===== src/verilog/spms_pkg.sv =====
// constants shared by the serial master/slave port and its helpers
// assumes a single 40 MHz system clock and an asynchronous active-high reset
package spms_pkg;

  localparam int SPMS_DW = 8;
  localparam logic [3:0] SPMS_BITS = 4'h8;

  // control register field positions
  localparam int CTL_IRQ_EN = 7;
  localparam int CTL_EN = 6;
  localparam int CTL_LSB_FIRST = 5;
  localparam int CTL_MASTER = 4;
  localparam int CTL_CLOCK_POLARITY_BIT = 3;
  localparam int CTL_CLOCK_PHASE_BIT = 2;
  localparam int CTL_RATE_HI = 1;
  localparam int CTL_RATE_LO = 0;
  localparam logic [7:0] CTL_RESET = 8'h00;

  // status register field positions
  localparam int STS_DONE = 7;
  localparam int STS_WRITE_COLLISION_FLAG = 6;
  localparam int STS_DBL = 0;

  // sck half period in system clocks for rate 0..3; double rate halves it
  localparam logic [6:0] HALF_RATE0 = 7'h02;
  localparam logic [6:0] HALF_RATE1 = 7'h08;
  localparam logic [6:0] HALF_RATE2 = 7'h20;
  localparam logic [6:0] HALF_RATE3 = 7'h40;

  // least sck phase in slave mode, in system clocks (far side must exceed it)
  localparam int SCK_MIN_PHASE_CYC = 2;

  typedef enum logic [1:0] {
    SPMS_IDLE = 2'b01,
    SPMS_RUN = 2'b10
  } spms_state_t;

endpackage


===== src/verilog/spms_edge_det.sv =====
// slave-side sck edge finder, sampled by the system clock
// assumes the external sck phases each exceed two system clocks
`timescale 1ns/100ps
module spms_edge_det (
  // clock and reset
  input wire logic mclk,
  input wire logic reset,
  // sck and polarity
  input wire logic sck_i,
  input wire logic clock_polarity_bit,
  // edge strobes
  output logic lead,
  output logic trail
);
  import spms_pkg::*;

  logic prev_r;
  logic prev_nxt;

  // leading edge leaves the idle level, trailing edge returns to it
  assign lead = (sck_i != prev_r) && (prev_r == clock_polarity_bit);
  assign trail = (sck_i != prev_r) && (prev_r != clock_polarity_bit);

  always_comb
  begin
    prev_nxt = sck_i;
  end

  always_ff @(posedge mclk or posedge reset)
  begin
    if (reset)
      prev_r <= 1'b0;
    else
      prev_r <= prev_nxt;
  end
endmodule // spms_edge_det


===== src/verilog/spms_port.sv =====
// byte-wide synchronous serial port, master or slave, with cpu-side strobes
// assumes all pin inputs are synchronous to mclk; pad logic resolves the enables
//
// Overview of operation
// - port stays idle while the power gate input is high
// - data goes master to slave on mosi, slave to master on miso
// - master mode never drives select itself; software sets its level
// - master byte write runs sck, shifts eight bits, stops, sets done flag
// - completed master byte requests interrupt when irq enable is set
// - last received byte is held in a receive buffer for cpu reads
// - slave with select high stays idle and miso is not driven
// - slave may be loaded while select high; shifts only once select low
// - slave sets done flag after a full byte, interrupt if enabled
// - slave accepts new transmit byte before received byte is read
// - transmit side single buffered; writes during a shift are dropped and set the collision flag
// - receive has two stages; an unread byte is overwritten by the next
// - enabled port forces miso input as master, the rest input as slave
// - software picks lsb first or msb first
// - double rate option halves the sck period; with rate 0 it gives sck at half the system clock
// - seven distinct master bit rates are offered
// - completed transfer raises a wake request for idle sleep
// - polarity sets idle sck level; phase picks leading or trailing sample
// - master sck is clock over 4,16,64,128, halved by double rate
// - done clears on vector ack, or status read then data access
// - master with select input driven low turns slave and sets done
`timescale 1ns/100ps
module spms_port (
  // clock and reset
  input wire logic mclk,
  input wire logic reset,
  // cpu strobes and data
  input wire logic data_wr,
  input wire logic [spms_pkg::SPMS_DW-1:0] data_wdata,
  input wire logic data_rd,
  input wire logic stat_rd,
  input wire logic ctl_wr,
  input wire logic [7:0] ctl_wdata,
  input wire logic irq_ack,
  // configuration levels
  input wire logic double_rate_bit,
  input wire logic serial_power_gate_bit,
  // user pin directions and select value
  input wire logic dir_mosi,
  input wire logic dir_miso,
  input wire logic dir_sck,
  input wire logic dir_ss,
  input wire logic ss_out_val,
  // serial pins
  input wire logic mosi_i,
  output logic mosi_o,
  output logic mosi_oe,
  input wire logic miso_i,
  output logic miso_o,
  output logic miso_oe,
  input wire logic sck_i,
  output logic sck_o,
  output logic sck_oe,
  input wire logic ss_n_i,
  output logic ss_n_o,
  output logic ss_n_oe,
  // cpu-visible state
  output logic [spms_pkg::SPMS_DW-1:0] rx_data,
  output logic [7:0] serial_status_register,
  output logic [7:0] serial_control_register,
  output logic irq,
  output logic wake
);
  import spms_pkg::*;

  spms_state_t st_r, st_nxt;
  logic [7:0] ctl_r, ctl_nxt;
  logic [7:0] sr_r, sr_nxt;
  logic [7:0] rx_r, rx_nxt;
  logic [3:0] cnt_r, cnt_nxt;
  logic out_r, out_nxt;
  logic sck_r, sck_nxt;
  logic done_r, done_nxt;
  logic write_collision_flag_r, write_collision_flag_nxt;
  logic arm_r, arm_nxt;
  logic ss_prev_r;
  logic irq_r, irq_nxt;
  logic wake_r, wake_nxt;
  logic mosi_oe_r, mosi_oe_nxt;
  logic miso_oe_r, miso_oe_nxt;
  logic sck_oe_r, sck_oe_nxt;
  logic ss_oe_r, ss_oe_nxt;
  logic ss_o_r;

  logic en, is_master, slave_act, busy, wr_ok, fault;
  logic tick, lead_s, trail_s, ev_lead, ev_trail, ev_sample, ev_setup;
  logic byte_end, set_done;
  logic [3:0] smp_after;
  logic [7:0] sr_shift;
  logic in_bit;

  // first bit to send, taken from the end that the order bit chooses
  function automatic logic top_bit(input logic [7:0] v, input logic lsb);
    top_bit = lsb ? v[0] : v[7];
  endfunction

  // shift out one end and take the received bit in at the other
  function automatic logic [7:0] shift_in(input logic [7:0] v, input logic lsb, input logic b);
    shift_in = lsb ? {b, v[7:1]} : {v[6:0], b};
  endfunction

  assign en = ctl_r[CTL_EN] && !serial_power_gate_bit;
  assign is_master = en && ctl_r[CTL_MASTER];
  assign slave_act = en && !ctl_r[CTL_MASTER] && !ss_n_i;
  // a select input pulled low in master mode means another master took the bus
  assign fault = is_master && !dir_ss && !ss_n_i;
  assign busy = (st_r == SPMS_RUN) || (slave_act && cnt_r != 4'h0);
  assign wr_ok = data_wr && !busy;
  assign in_bit = is_master ? miso_i : mosi_i;

  spms_rate_gen u_rate (
    .mclk(mclk),
    .reset(reset),
    .run(st_r == SPMS_RUN),
    .rate({ctl_r[CTL_RATE_HI], ctl_r[CTL_RATE_LO]}),
    .dbl(double_rate_bit),
    .tick(tick)
  );

  spms_edge_det u_edge (
    .mclk(mclk),
    .reset(reset),
    .sck_i(sck_i),
    .clock_polarity_bit(ctl_r[CTL_CLOCK_POLARITY_BIT]),
    .lead(lead_s),
    .trail(trail_s)
  );

  // master edges come from the divider, slave edges from the sampled pin
  always_comb
  begin
    ev_lead = 1'b0;
    ev_trail = 1'b0;
    if (is_master && st_r == SPMS_RUN)
    begin
      ev_lead = tick && (sck_r == ctl_r[CTL_CLOCK_POLARITY_BIT]);
      ev_trail = tick && (sck_r != ctl_r[CTL_CLOCK_POLARITY_BIT]);
    end
    else if (slave_act)
    begin
      ev_lead = lead_s;
      ev_trail = trail_s;
    end
    ev_sample = ctl_r[CTL_CLOCK_PHASE_BIT] ? ev_trail : ev_lead;
    ev_setup = ctl_r[CTL_CLOCK_PHASE_BIT] ? ev_lead : ev_trail;
    smp_after = ev_sample ? 4'(cnt_r + 4'h1) : cnt_r;
    sr_shift = shift_in(sr_r, ctl_r[CTL_LSB_FIRST], in_bit);
  end

  // shift engine, control register and receive buffer
  always_comb
  begin
    st_nxt = st_r;
    ctl_nxt = ctl_r;
    sr_nxt = sr_r;
    rx_nxt = rx_r;
    cnt_nxt = cnt_r;
    out_nxt = out_r;
    sck_nxt = sck_r;
    byte_end = 1'b0;
    if (ctl_wr)
      ctl_nxt = ctl_wdata;
    if (wr_ok)
      sr_nxt = data_wdata;
    if (fault)
    begin
      ctl_nxt[CTL_MASTER] = 1'b0;
      st_nxt = SPMS_IDLE;
      cnt_nxt = 4'h0;
      sck_nxt = ctl_r[CTL_CLOCK_POLARITY_BIT];
    end
    else if (is_master)
    begin
      case (st_r)
        SPMS_IDLE:
        begin
          sck_nxt = ctl_r[CTL_CLOCK_POLARITY_BIT];
          cnt_nxt = 4'h0;
          if (wr_ok)
          begin
            st_nxt = SPMS_RUN;
            if (!ctl_r[CTL_CLOCK_PHASE_BIT])
              out_nxt = top_bit(data_wdata, ctl_r[CTL_LSB_FIRST]);
          end
        end
        SPMS_RUN:
        begin
          if (tick)
            sck_nxt = !sck_r;
          if (ev_setup)
            out_nxt = top_bit(sr_r, ctl_r[CTL_LSB_FIRST]);
          if (ev_sample)
          begin
            sr_nxt = sr_shift;
            cnt_nxt = smp_after;
          end
          // the byte ends on the trailing edge after the eighth sample, or on that sample when phase samples trailing edges
          if (ev_trail && smp_after == SPMS_BITS)
          begin
            byte_end = 1'b1;
            rx_nxt = ev_sample ? sr_shift : sr_r;
            st_nxt = SPMS_IDLE;
            cnt_nxt = 4'h0;
          end
        end
        default:
        begin
          st_nxt = SPMS_IDLE;
          cnt_nxt = 4'h0;
        end
      endcase
    end
    else
    begin
      st_nxt = SPMS_IDLE;
      sck_nxt = ctl_r[CTL_CLOCK_POLARITY_BIT];
      if (!slave_act)
        cnt_nxt = 4'h0; // partial byte dropped when select rises
      else
      begin
        if (ss_prev_r && !ctl_r[CTL_CLOCK_PHASE_BIT])
          out_nxt = top_bit(sr_r, ctl_r[CTL_LSB_FIRST]);
        if (ev_setup)
          out_nxt = top_bit(sr_r, ctl_r[CTL_LSB_FIRST]);
        if (wr_ok && !ctl_r[CTL_CLOCK_PHASE_BIT])
          out_nxt = top_bit(data_wdata, ctl_r[CTL_LSB_FIRST]);
        if (ev_sample)
        begin
          sr_nxt = sr_shift;
          cnt_nxt = smp_after;
          if (smp_after == SPMS_BITS)
          begin
            byte_end = 1'b1;
            rx_nxt = sr_shift;
            cnt_nxt = 4'h0;
          end
        end
      end
    end
  end

  assign set_done = byte_end || fault;

  // flags: a hardware set in the same cycle as a clear wins
  always_comb
  begin
    done_nxt = done_r;
    write_collision_flag_nxt = write_collision_flag_r;
    arm_nxt = arm_r;
    if (irq_ack)
      done_nxt = 1'b0;
    if (arm_r && (data_rd || data_wr))
    begin
      done_nxt = 1'b0;
      write_collision_flag_nxt = 1'b0;
      arm_nxt = 1'b0;
    end
    if (stat_rd && (done_r || write_collision_flag_r))
      arm_nxt = 1'b1;
    if (set_done)
      done_nxt = 1'b1;
    if (data_wr && busy)
      write_collision_flag_nxt = 1'b1;
    irq_nxt = done_nxt && ctl_nxt[CTL_IRQ_EN];
    wake_nxt = done_nxt && ctl_nxt[CTL_EN];
  end

  // pin direction overrides; select is only ever user-driven
  always_comb
  begin
    mosi_oe_nxt = 1'b0;
    miso_oe_nxt = 1'b0;
    sck_oe_nxt = 1'b0;
    ss_oe_nxt = dir_ss;
    if (!en)
    begin
      mosi_oe_nxt = dir_mosi;
      miso_oe_nxt = dir_miso;
      sck_oe_nxt = dir_sck;
    end
    else if (ctl_nxt[CTL_MASTER])
    begin
      mosi_oe_nxt = dir_mosi;
      sck_oe_nxt = dir_sck;
    end
    else
    begin
      ss_oe_nxt = 1'b0;
      miso_oe_nxt = dir_miso && !ss_n_i;
    end
  end

  always_ff @(posedge mclk or posedge reset)
  begin
    if (reset)
    begin
      st_r <= SPMS_IDLE;
      ctl_r <= CTL_RESET;
      sr_r <= 8'h00;
      rx_r <= 8'h00;
      cnt_r <= 4'h0;
      out_r <= 1'b0;
      sck_r <= 1'b0;
      done_r <= 1'b0;
      write_collision_flag_r <= 1'b0;
      arm_r <= 1'b0;
      ss_prev_r <= 1'b1;
      irq_r <= 1'b0;
      wake_r <= 1'b0;
      mosi_oe_r <= 1'b0;
      miso_oe_r <= 1'b0;
      sck_oe_r <= 1'b0;
      ss_oe_r <= 1'b0;
      ss_o_r <= 1'b1;
    end
    else
    begin
      st_r <= st_nxt;
      ctl_r <= ctl_nxt;
      sr_r <= sr_nxt;
      rx_r <= rx_nxt;
      cnt_r <= cnt_nxt;
      out_r <= out_nxt;
      sck_r <= sck_nxt;
      done_r <= done_nxt;
      write_collision_flag_r <= write_collision_flag_nxt;
      arm_r <= arm_nxt;
      ss_prev_r <= ss_n_i;
      irq_r <= irq_nxt;
      wake_r <= wake_nxt;
      mosi_oe_r <= mosi_oe_nxt;
      miso_oe_r <= miso_oe_nxt;
      sck_oe_r <= sck_oe_nxt;
      ss_oe_r <= ss_oe_nxt;
      ss_o_r <= ss_out_val;
    end
  end

  assign mosi_o = out_r;
  assign miso_o = out_r;
  assign sck_o = sck_r;
  assign mosi_oe = mosi_oe_r;
  assign miso_oe = miso_oe_r;
  assign sck_oe = sck_oe_r;
  assign ss_n_o = ss_o_r;
  assign ss_n_oe = ss_oe_r;
  assign rx_data = rx_r;
  assign serial_status_register = {done_r, write_collision_flag_r, 5'h00, double_rate_bit};
  assign serial_control_register = ctl_r;
  assign irq = irq_r;
  assign wake = wake_r;
endmodule // spms_port


===== src/verilog/spms_rate_gen.sv =====
// master sck half-period tick generator
// assumes run is held for the whole byte and drops when the byte ends
`timescale 1ns/100ps
module spms_rate_gen (
  // clock and reset
  input wire logic mclk,
  input wire logic reset,
  // control
  input wire logic run,
  input wire logic [1:0] rate,
  input wire logic dbl,
  // half-period strobe
  output logic tick
);
  import spms_pkg::*;

  logic [6:0] cnt_r;
  logic [6:0] cnt_nxt;
  logic [6:0] half;

  function automatic logic [6:0] half_period(input logic [1:0] r, input logic d);
    logic [6:0] base;
    base = HALF_RATE0;
    case (r)
      2'h0: base = HALF_RATE0;
      2'h1: base = HALF_RATE1;
      2'h2: base = HALF_RATE2;
      default: base = HALF_RATE3;
    endcase
    half_period = d ? (base >> 1) : base;
  endfunction

  // four divisors and their halves give seven distinct rates
  assign half = half_period(rate, dbl);
  assign tick = run && (cnt_r == 7'(half - 7'h01));

  always_comb
  begin
    cnt_nxt = cnt_r;
    if (!run || tick)
      cnt_nxt = 7'h00;
    else
      cnt_nxt = 7'(cnt_r + 7'h01);
  end

  always_ff @(posedge mclk or posedge reset)
  begin
    if (reset)
      cnt_r <= 7'h00;
    else
      cnt_r <= cnt_nxt;
  end
endmodule // spms_rate_gen

===== config.mk =====
export PLATFORM = sky130hd
export DESIGN_NAME = spms_port
export DESIGN_NICKNAME = d
export VERILOG_FILES = /design/src/verilog/spms_pkg.sv /design/src/verilog/spms_edge_det.sv /design/src/verilog/spms_port.sv /design/src/verilog/spms_rate_gen.sv
export SDC_FILE = /design/constraint.sdc
export NUM_CORES = 1
export LEC_CHECK = 0
export BUFFER_PORTS_ARGS = -buffer_cell sky130_fd_sc_hd__buf_2
export CAP_MARGIN = 20
export CORE_MARGIN = 10
export CORE_UTILIZATION = 59
export CTS_CLUSTER_SIZE = 30
export DETAILED_ROUTE_END_ITERATION = 8
export GPL_ROUTABILITY_DRIVEN = 0
export PLACE_DENSITY = 0.85
export SLEW_MARGIN = 15
export SYNTH_ARGS = -nofsm -noshare
export SYNTH_HDL_FRONTEND = slang
export SYNTH_SLANG_ARGS = --single-unit

===== constraint.sdc =====
create_clock -name mclk -period 6.6 [get_ports mclk]
set_input_delay 1.32 -clock mclk [delete_from_list [all_inputs] [get_ports mclk]]
set_output_delay 1.32 -clock mclk [all_outputs]
set_load 0.01 [all_outputs]

=== Yosys cells after proc, flatten, opt, wreduce, memory -nomap -nowiden ===
Cells that the tools add are included.

* Register bits: 51
* Output and inout bits: 34
* Word-level logic and storage cells: 173

* $add $sub $neg: 3
* Equal/unequal tests: 23
* Mux-type cells: 76
* Bitwise operators: 1
* Reduce and logical (&&, ||, !) cells: 49

{| class="wikitable"
|+ Operators with widths
! cell !! number
|-
| $mux W8 || 15
|-
| $mux W1 || 42
|-
| $mux W4 || 9
|-
| $logic_and A1 B1 Y1 || 23
|-
| $pmux W7 S3 || 1
|-
| $mux W7 || 2
|-
| $ne A4 B4 Y1 const B || 3
|-
| $reduce_bool A2 Y1 || 5
|-
| $ne A3 B3 Y1 const B || 3
|-
| $logic_not A1 Y1 || 8
|-
| $mux W2 || 4
|-
| $reduce_bool A4 Y1 || 2
|-
| $add A7 B1 Y7 const B || 1
|-
| $eq A7 B7 Y1 || 1
|-
| $reduce_and A7 Y1 || 1
|-
| $sub A7 B1 Y7 const B || 1
|-
| $reduce_and A2 Y1 || 3
|-
| $reduce_and A6 Y1 || 1
|-
| $logic_or A1 B1 Y1 || 5
|-
| $ne A5 B5 Y1 const B || 1
|-
| $add A4 B1 Y4 const B || 1
|-
| $eq A2 B1 Y1 const B || 2
|-
| $eq A2 B2 Y1 const B || 2
|-
| $eq A4 B4 Y1 const B || 1
|-
| 10 further kinds || 15
|}

=== Depth between registers and ports, before layout ===
* Depth in word-level cells: 19
* Depth in mapped cells: 9
* Mapped depth without buffers: 9

=== By module ===
Synthesis repeated with hierarchy kept, for this count alone.

* Cell total of the unflattened synthesis: 299
* Area, all modules: 3006.6 um2

{| class="wikitable"
|+ By module, submodules not included
! module !! times used !! cells an instance !! area an instance (um2) !! sequential area each (um2)
|-
| spms_port || 1 || 242 || 2482.4 || 1079.8
|-
| spms_rate_gen || 1 || 51 || 461.7 || 175.2
|-
| spms_edge_det || 1 || 6 || 62.6 || 25.0
|}

=== Least setup slack after synthesis ===
Ideal clock, no wire load.

* Path type: input to register
* Start point: in ss_n_i
* End point: reg rx_r[0], in the netlist rx_data[0]
* Arrival time: 3342 ps
* Setup slack: 3133 ps
* Cell stages on the path: 7
* Buffers on the path: 0
* Cell sequence: nor4b_2 -> nand2_1 -> a31oi_1 -> a41oi_4 -> nand2_2 -> mux2_2 -> mux2_2

* Longest elaborated chain between the ends: 10
* Elaborated cells between the ends (all ways): 21

{| class="wikitable"
|+ RTL lines
! item !! RTL line !! text
|-
| from (decl) || spms_port.sv:58 || <nowiki>input wire logic ss_n_i,</nowiki>
|-
| $logic_not A1 Y1 (*) || spms_port.sv:108, spms_port.sv:110 ||
|-
| $logic_and A1 B1 Y1 || spms_port.sv:108 || <nowiki>assign slave_act = en && !ctl_r[CTL_MASTER] && !ss_n_i;</nowiki>
|-
| $mux W1 || spms_port.sv:143 || <nowiki>else if (slave_act)</nowiki>
|-
| $mux W1 || spms_port.sv:138 || <nowiki>if (is_master && st_r == SPMS_RUN)</nowiki>
|-
| $mux W1 || spms_port.sv:148 || <nowiki>ev_sample = ctl_r[CTL_CLOCK_PHASE_BIT] ? ev_trail : ev_lead;</nowiki>
|-
| $mux W4 || spms_port.sv:150 || <nowiki>smp_after = ev_sample ? 4'(cnt_r + 4'h1) : cnt_r;</nowiki>
|-
| $eq A4 B4 Y1 || spms_port.sv:202, spms_port.sv:235 ||
|-
| $logic_and A1 B1 Y1 || spms_port.sv:202 || <nowiki>if (ev_trail && smp_after == SPMS_BITS)</nowiki>
|-
| $ne A2 B1 Y1 (no source line) || n/a ||
|-
| $reduce_and A6 Y1 (no source line) || n/a ||
|-
| to (signal assigned) || spms_port.sv:325 || <nowiki>rx_r <= rx_nxt;</nowiki>
|-
| to (decl) || spms_port.sv:73 || <nowiki>logic [7:0] rx_r, rx_nxt;</nowiki>
|}

Every way passes the cells marked *; elsewhere a longest branch is shown, timed or not. The select of a mux whose other input is x is not followed.
A chain may end at the register's enable or synchronous reset.

=== Final worst setup path ===
* Start point: in ss_n_i
* End point: reg rx_r[7], in the netlist rx_data[7]

Same word-level chain as after synthesis.

==> summary.txt <==
Clocking
  – H-tree depth: 2
  – Clock buffer depth: 2
  – Clock Latency Late Sink: 0.31 ns
  – CTS Buf Count: 5
  – Hold-fix buffers, CTS: 0
  – Clock-pin slew of the registers on the worst-case setup and hold paths: 0.09 ns
  – Setup bufs post-CTS: 0
  – CTS resizes: 0
  – Clock root cell: clkbuf_8
  – CTS sink cnt: 51
  – CTS tree: done

Critical path
  – WP data arrival: 3.87 ns
  – Kind of end point of the critical path: register
  – Critical path class: primary input to register
  – Crit path required time: 6.80 ns
  – Max FO, Critical Path: 9
  – Critical path launch point type: primary input

Placement
  – Placed instance area: 0.00335 mm2
  – Post-DP HPWL: 5370 um
  – Buffers on Ports: 62

STA
  – Skew final: 0.0116 ns
  – Post-route minimum period: 3.67 ns
  – Fin Setup TNS: 0 ns
  – Final Hold Viols: 0
  – Setup violators final: 0
  – Fin Hold WS: 0.479 ns
  – Worst slew pin tran: 0.779 ns
  – Max_slew headroom: 47.9%
  – Tcrit/Tclk final: 55.7%
  – Final Max Slew Viols: 0
  – RSZ-0062 raised after global routing: no
  – FMAX: 272 MHz

Logic synthesis
  – Main synth FF type: dfrtp_1
  – Post-synthesis sequential area ratio: 41.9%
  – Synth unique cells: 57
  – Mapped cell area: 0.00305 mm2
  – Number of synthesized flops with an enable pin: 0
  – Synthesized instance count: 303
  – Syn_area_per_cell: 10.1 um2
  – Area contributors post-synth: dfrtp_1 (39%), mux2_2 (7.0%), mux2i_1 (6.2%), nor2_1 (3.7%), nand2_1 (3.4%)
  – Most frequent cells after synthesis: dfrtp_1 (48), nor2_1 (30), nand2_1 (28)
  – Ys Warns: 0
  – FFs w/ async S/R, synth: 100%
  – Top cell type by total area after synthesis: dfrtp_1
  – Top cell type's share of synthesized area: 39.4%
  – #FFs+latches synth: 51
  – Count leader, synth: dfrtp_1

Die
  – Number of cell rows: 26
  – CORE AREA: 0.00507 mm2
  – Die Span X: 91.9 um
  – DIE HEIGHT: 91.9 um
  – Initial Util: 60.1%
  – Ports: 68
  – Die footprint: 0.00845 mm2

Global routing
  – Initial antenna violation count: 0
  – GRT overflow: 0
  – Pin count of the biggest net entering global routing: 52
  – Global-route wire length before repair: 11900 um
  – Gr usage total: 16.6%
  – Number of global-route vias before repair: 2607

Route
  – Drc violations: 0
  – 1st-iter DRT viols: 112
  – WL/cell: 16.4 um
  – Vias/cell: 5.61
  – Pre-Repair DR Iteration Count: 4
  – WL final: 7030 um
  – Post-DRT Antenna Nets: 0
  – Via Count: 2403

Power and ir drop
  – Pwr dens: 202 mW/mm2
  – Leakage: 1.74 nW
  – Maximum vdd ir drop: 0.123 mV
  – Tot Pwr: 0.704 mW

Finish
  – Area delta synth->final: 14.0%
  – Net count, final: 397
  – Final Core Density: 68.6%
  – Diode count: 0
  – Final instance area: 0.00348 mm2
  – Layout cell share with drive strength beyond 1: 30.7%

Min path
  – Hold WC Path Type: register to register

Job
  – Maxcap violations: 0

Run status
  – Outcome: complete, no violations
kinds of logic (layout without fill, tap and decap cells):
group	Yosys count	after routing	synth area share, %
AO/OA/AOI/OAI	57	57	13.9
multiplexers	45	45	17.2
other	1	5	0.123
AND/OR/NAND/NOR	95	95	15.5
buffers and inverters	37	88	5.86
flip-flops	51	51	41.9
adder cells (fa/ha/maj)	5	5	2.05
XOR/XNOR	12	12	3.44
layout make-up:
class / instances / area, um2
Inverter: 18 / 67.6
Sequential cell: 51 / 1280
Fill cell: 418 / 1600
Timing Repair Buffer: 63 / 330
Tap cell: 70 / 87.6
Multi-Input combinational cell: 219 / 1610
Clock buffer: 5 / 68.8
Clock inverter: 2 / 37.5
metrics by stage:
stage / setup WS [ns] / std cells
after floorplan: 3.13 / 307
after global placement: 2.78 / 420
after detailed placement: 2.65 / 420
after CTS: 2.97 / 427
after global routing: 2.79 / 428
final: 2.93 / 428
critical path, stage by stage:
cell and delay, ns:
buf_2 0.13, nor4b_2 0.71, nand2_1 0.18, a31oi_1 0.32
a41oi_4 0.27, nand2_2 0.32, mux2_2 0.37, mux2_2 0.26
final timing paths:
kind                                       startpoint    endpoint  slack, ns  cells past startpoint
setup / recovery                               ss_n_i  rx_data[7]       2.93                      8
hold / removal                                  arm_r       arm_r       0.48                      2
setup reg to reg           serial_control_register[4]  rx_data[7]       3.65                      7
hold reg to reg                                 arm_r       arm_r       0.48                      2
max in group asynchronous                       reset     st_r[0]       4.94                      3
min in group asynchronous                       reset  rx_data[7]       1.05                      2
sequential cells by signal, summed over array words and instances (netlist names), 2 cells and up:
register                 cells
sr_r                         8
rx_data                      8
cnt_r                        4
u_rate.cnt_r                 7
serial_control_register      8
st_r                         2
layer usage:
metal	vias to the layer above	global-route usage, %	wire length, um
li1	1150	-	-
met1	1167	19.0	2920
met2	69	28.8	3510
met3	17	5.30	448
met4	0	5.53	153
met5	-	0	0
power breakdown:
part / switching (mW) / internal (mW) / total, mW
sequential: 0.0226 / 0.332 / 0.355
clock: 0.102 / 0.111 / 0.213
combinational: 0.0745 / 0.0623 / 0.137
layout by cell type (no fill, tap or decap), types with 6 or more instances in the layout:
cell | Yosys | layout
dfrtp_1 | 48 | 48
o21ai_0 | 17 | 17
nand3_1 | 7 | 7
inv_1 | 18 | 17
nor2b_1 | 10 | 10
nor2_1 | 30 | 30
a21oi_1 | 10 | 10
xor2_1 | 6 | 6
mux2_2 | 19 | 19
buf_2 | 2 | 62
mux2i_1 | 19 | 19
nand2_1 | 28 | 28
xnor2_1 | 6 | 6
Power figures use the tool's default switching activity.
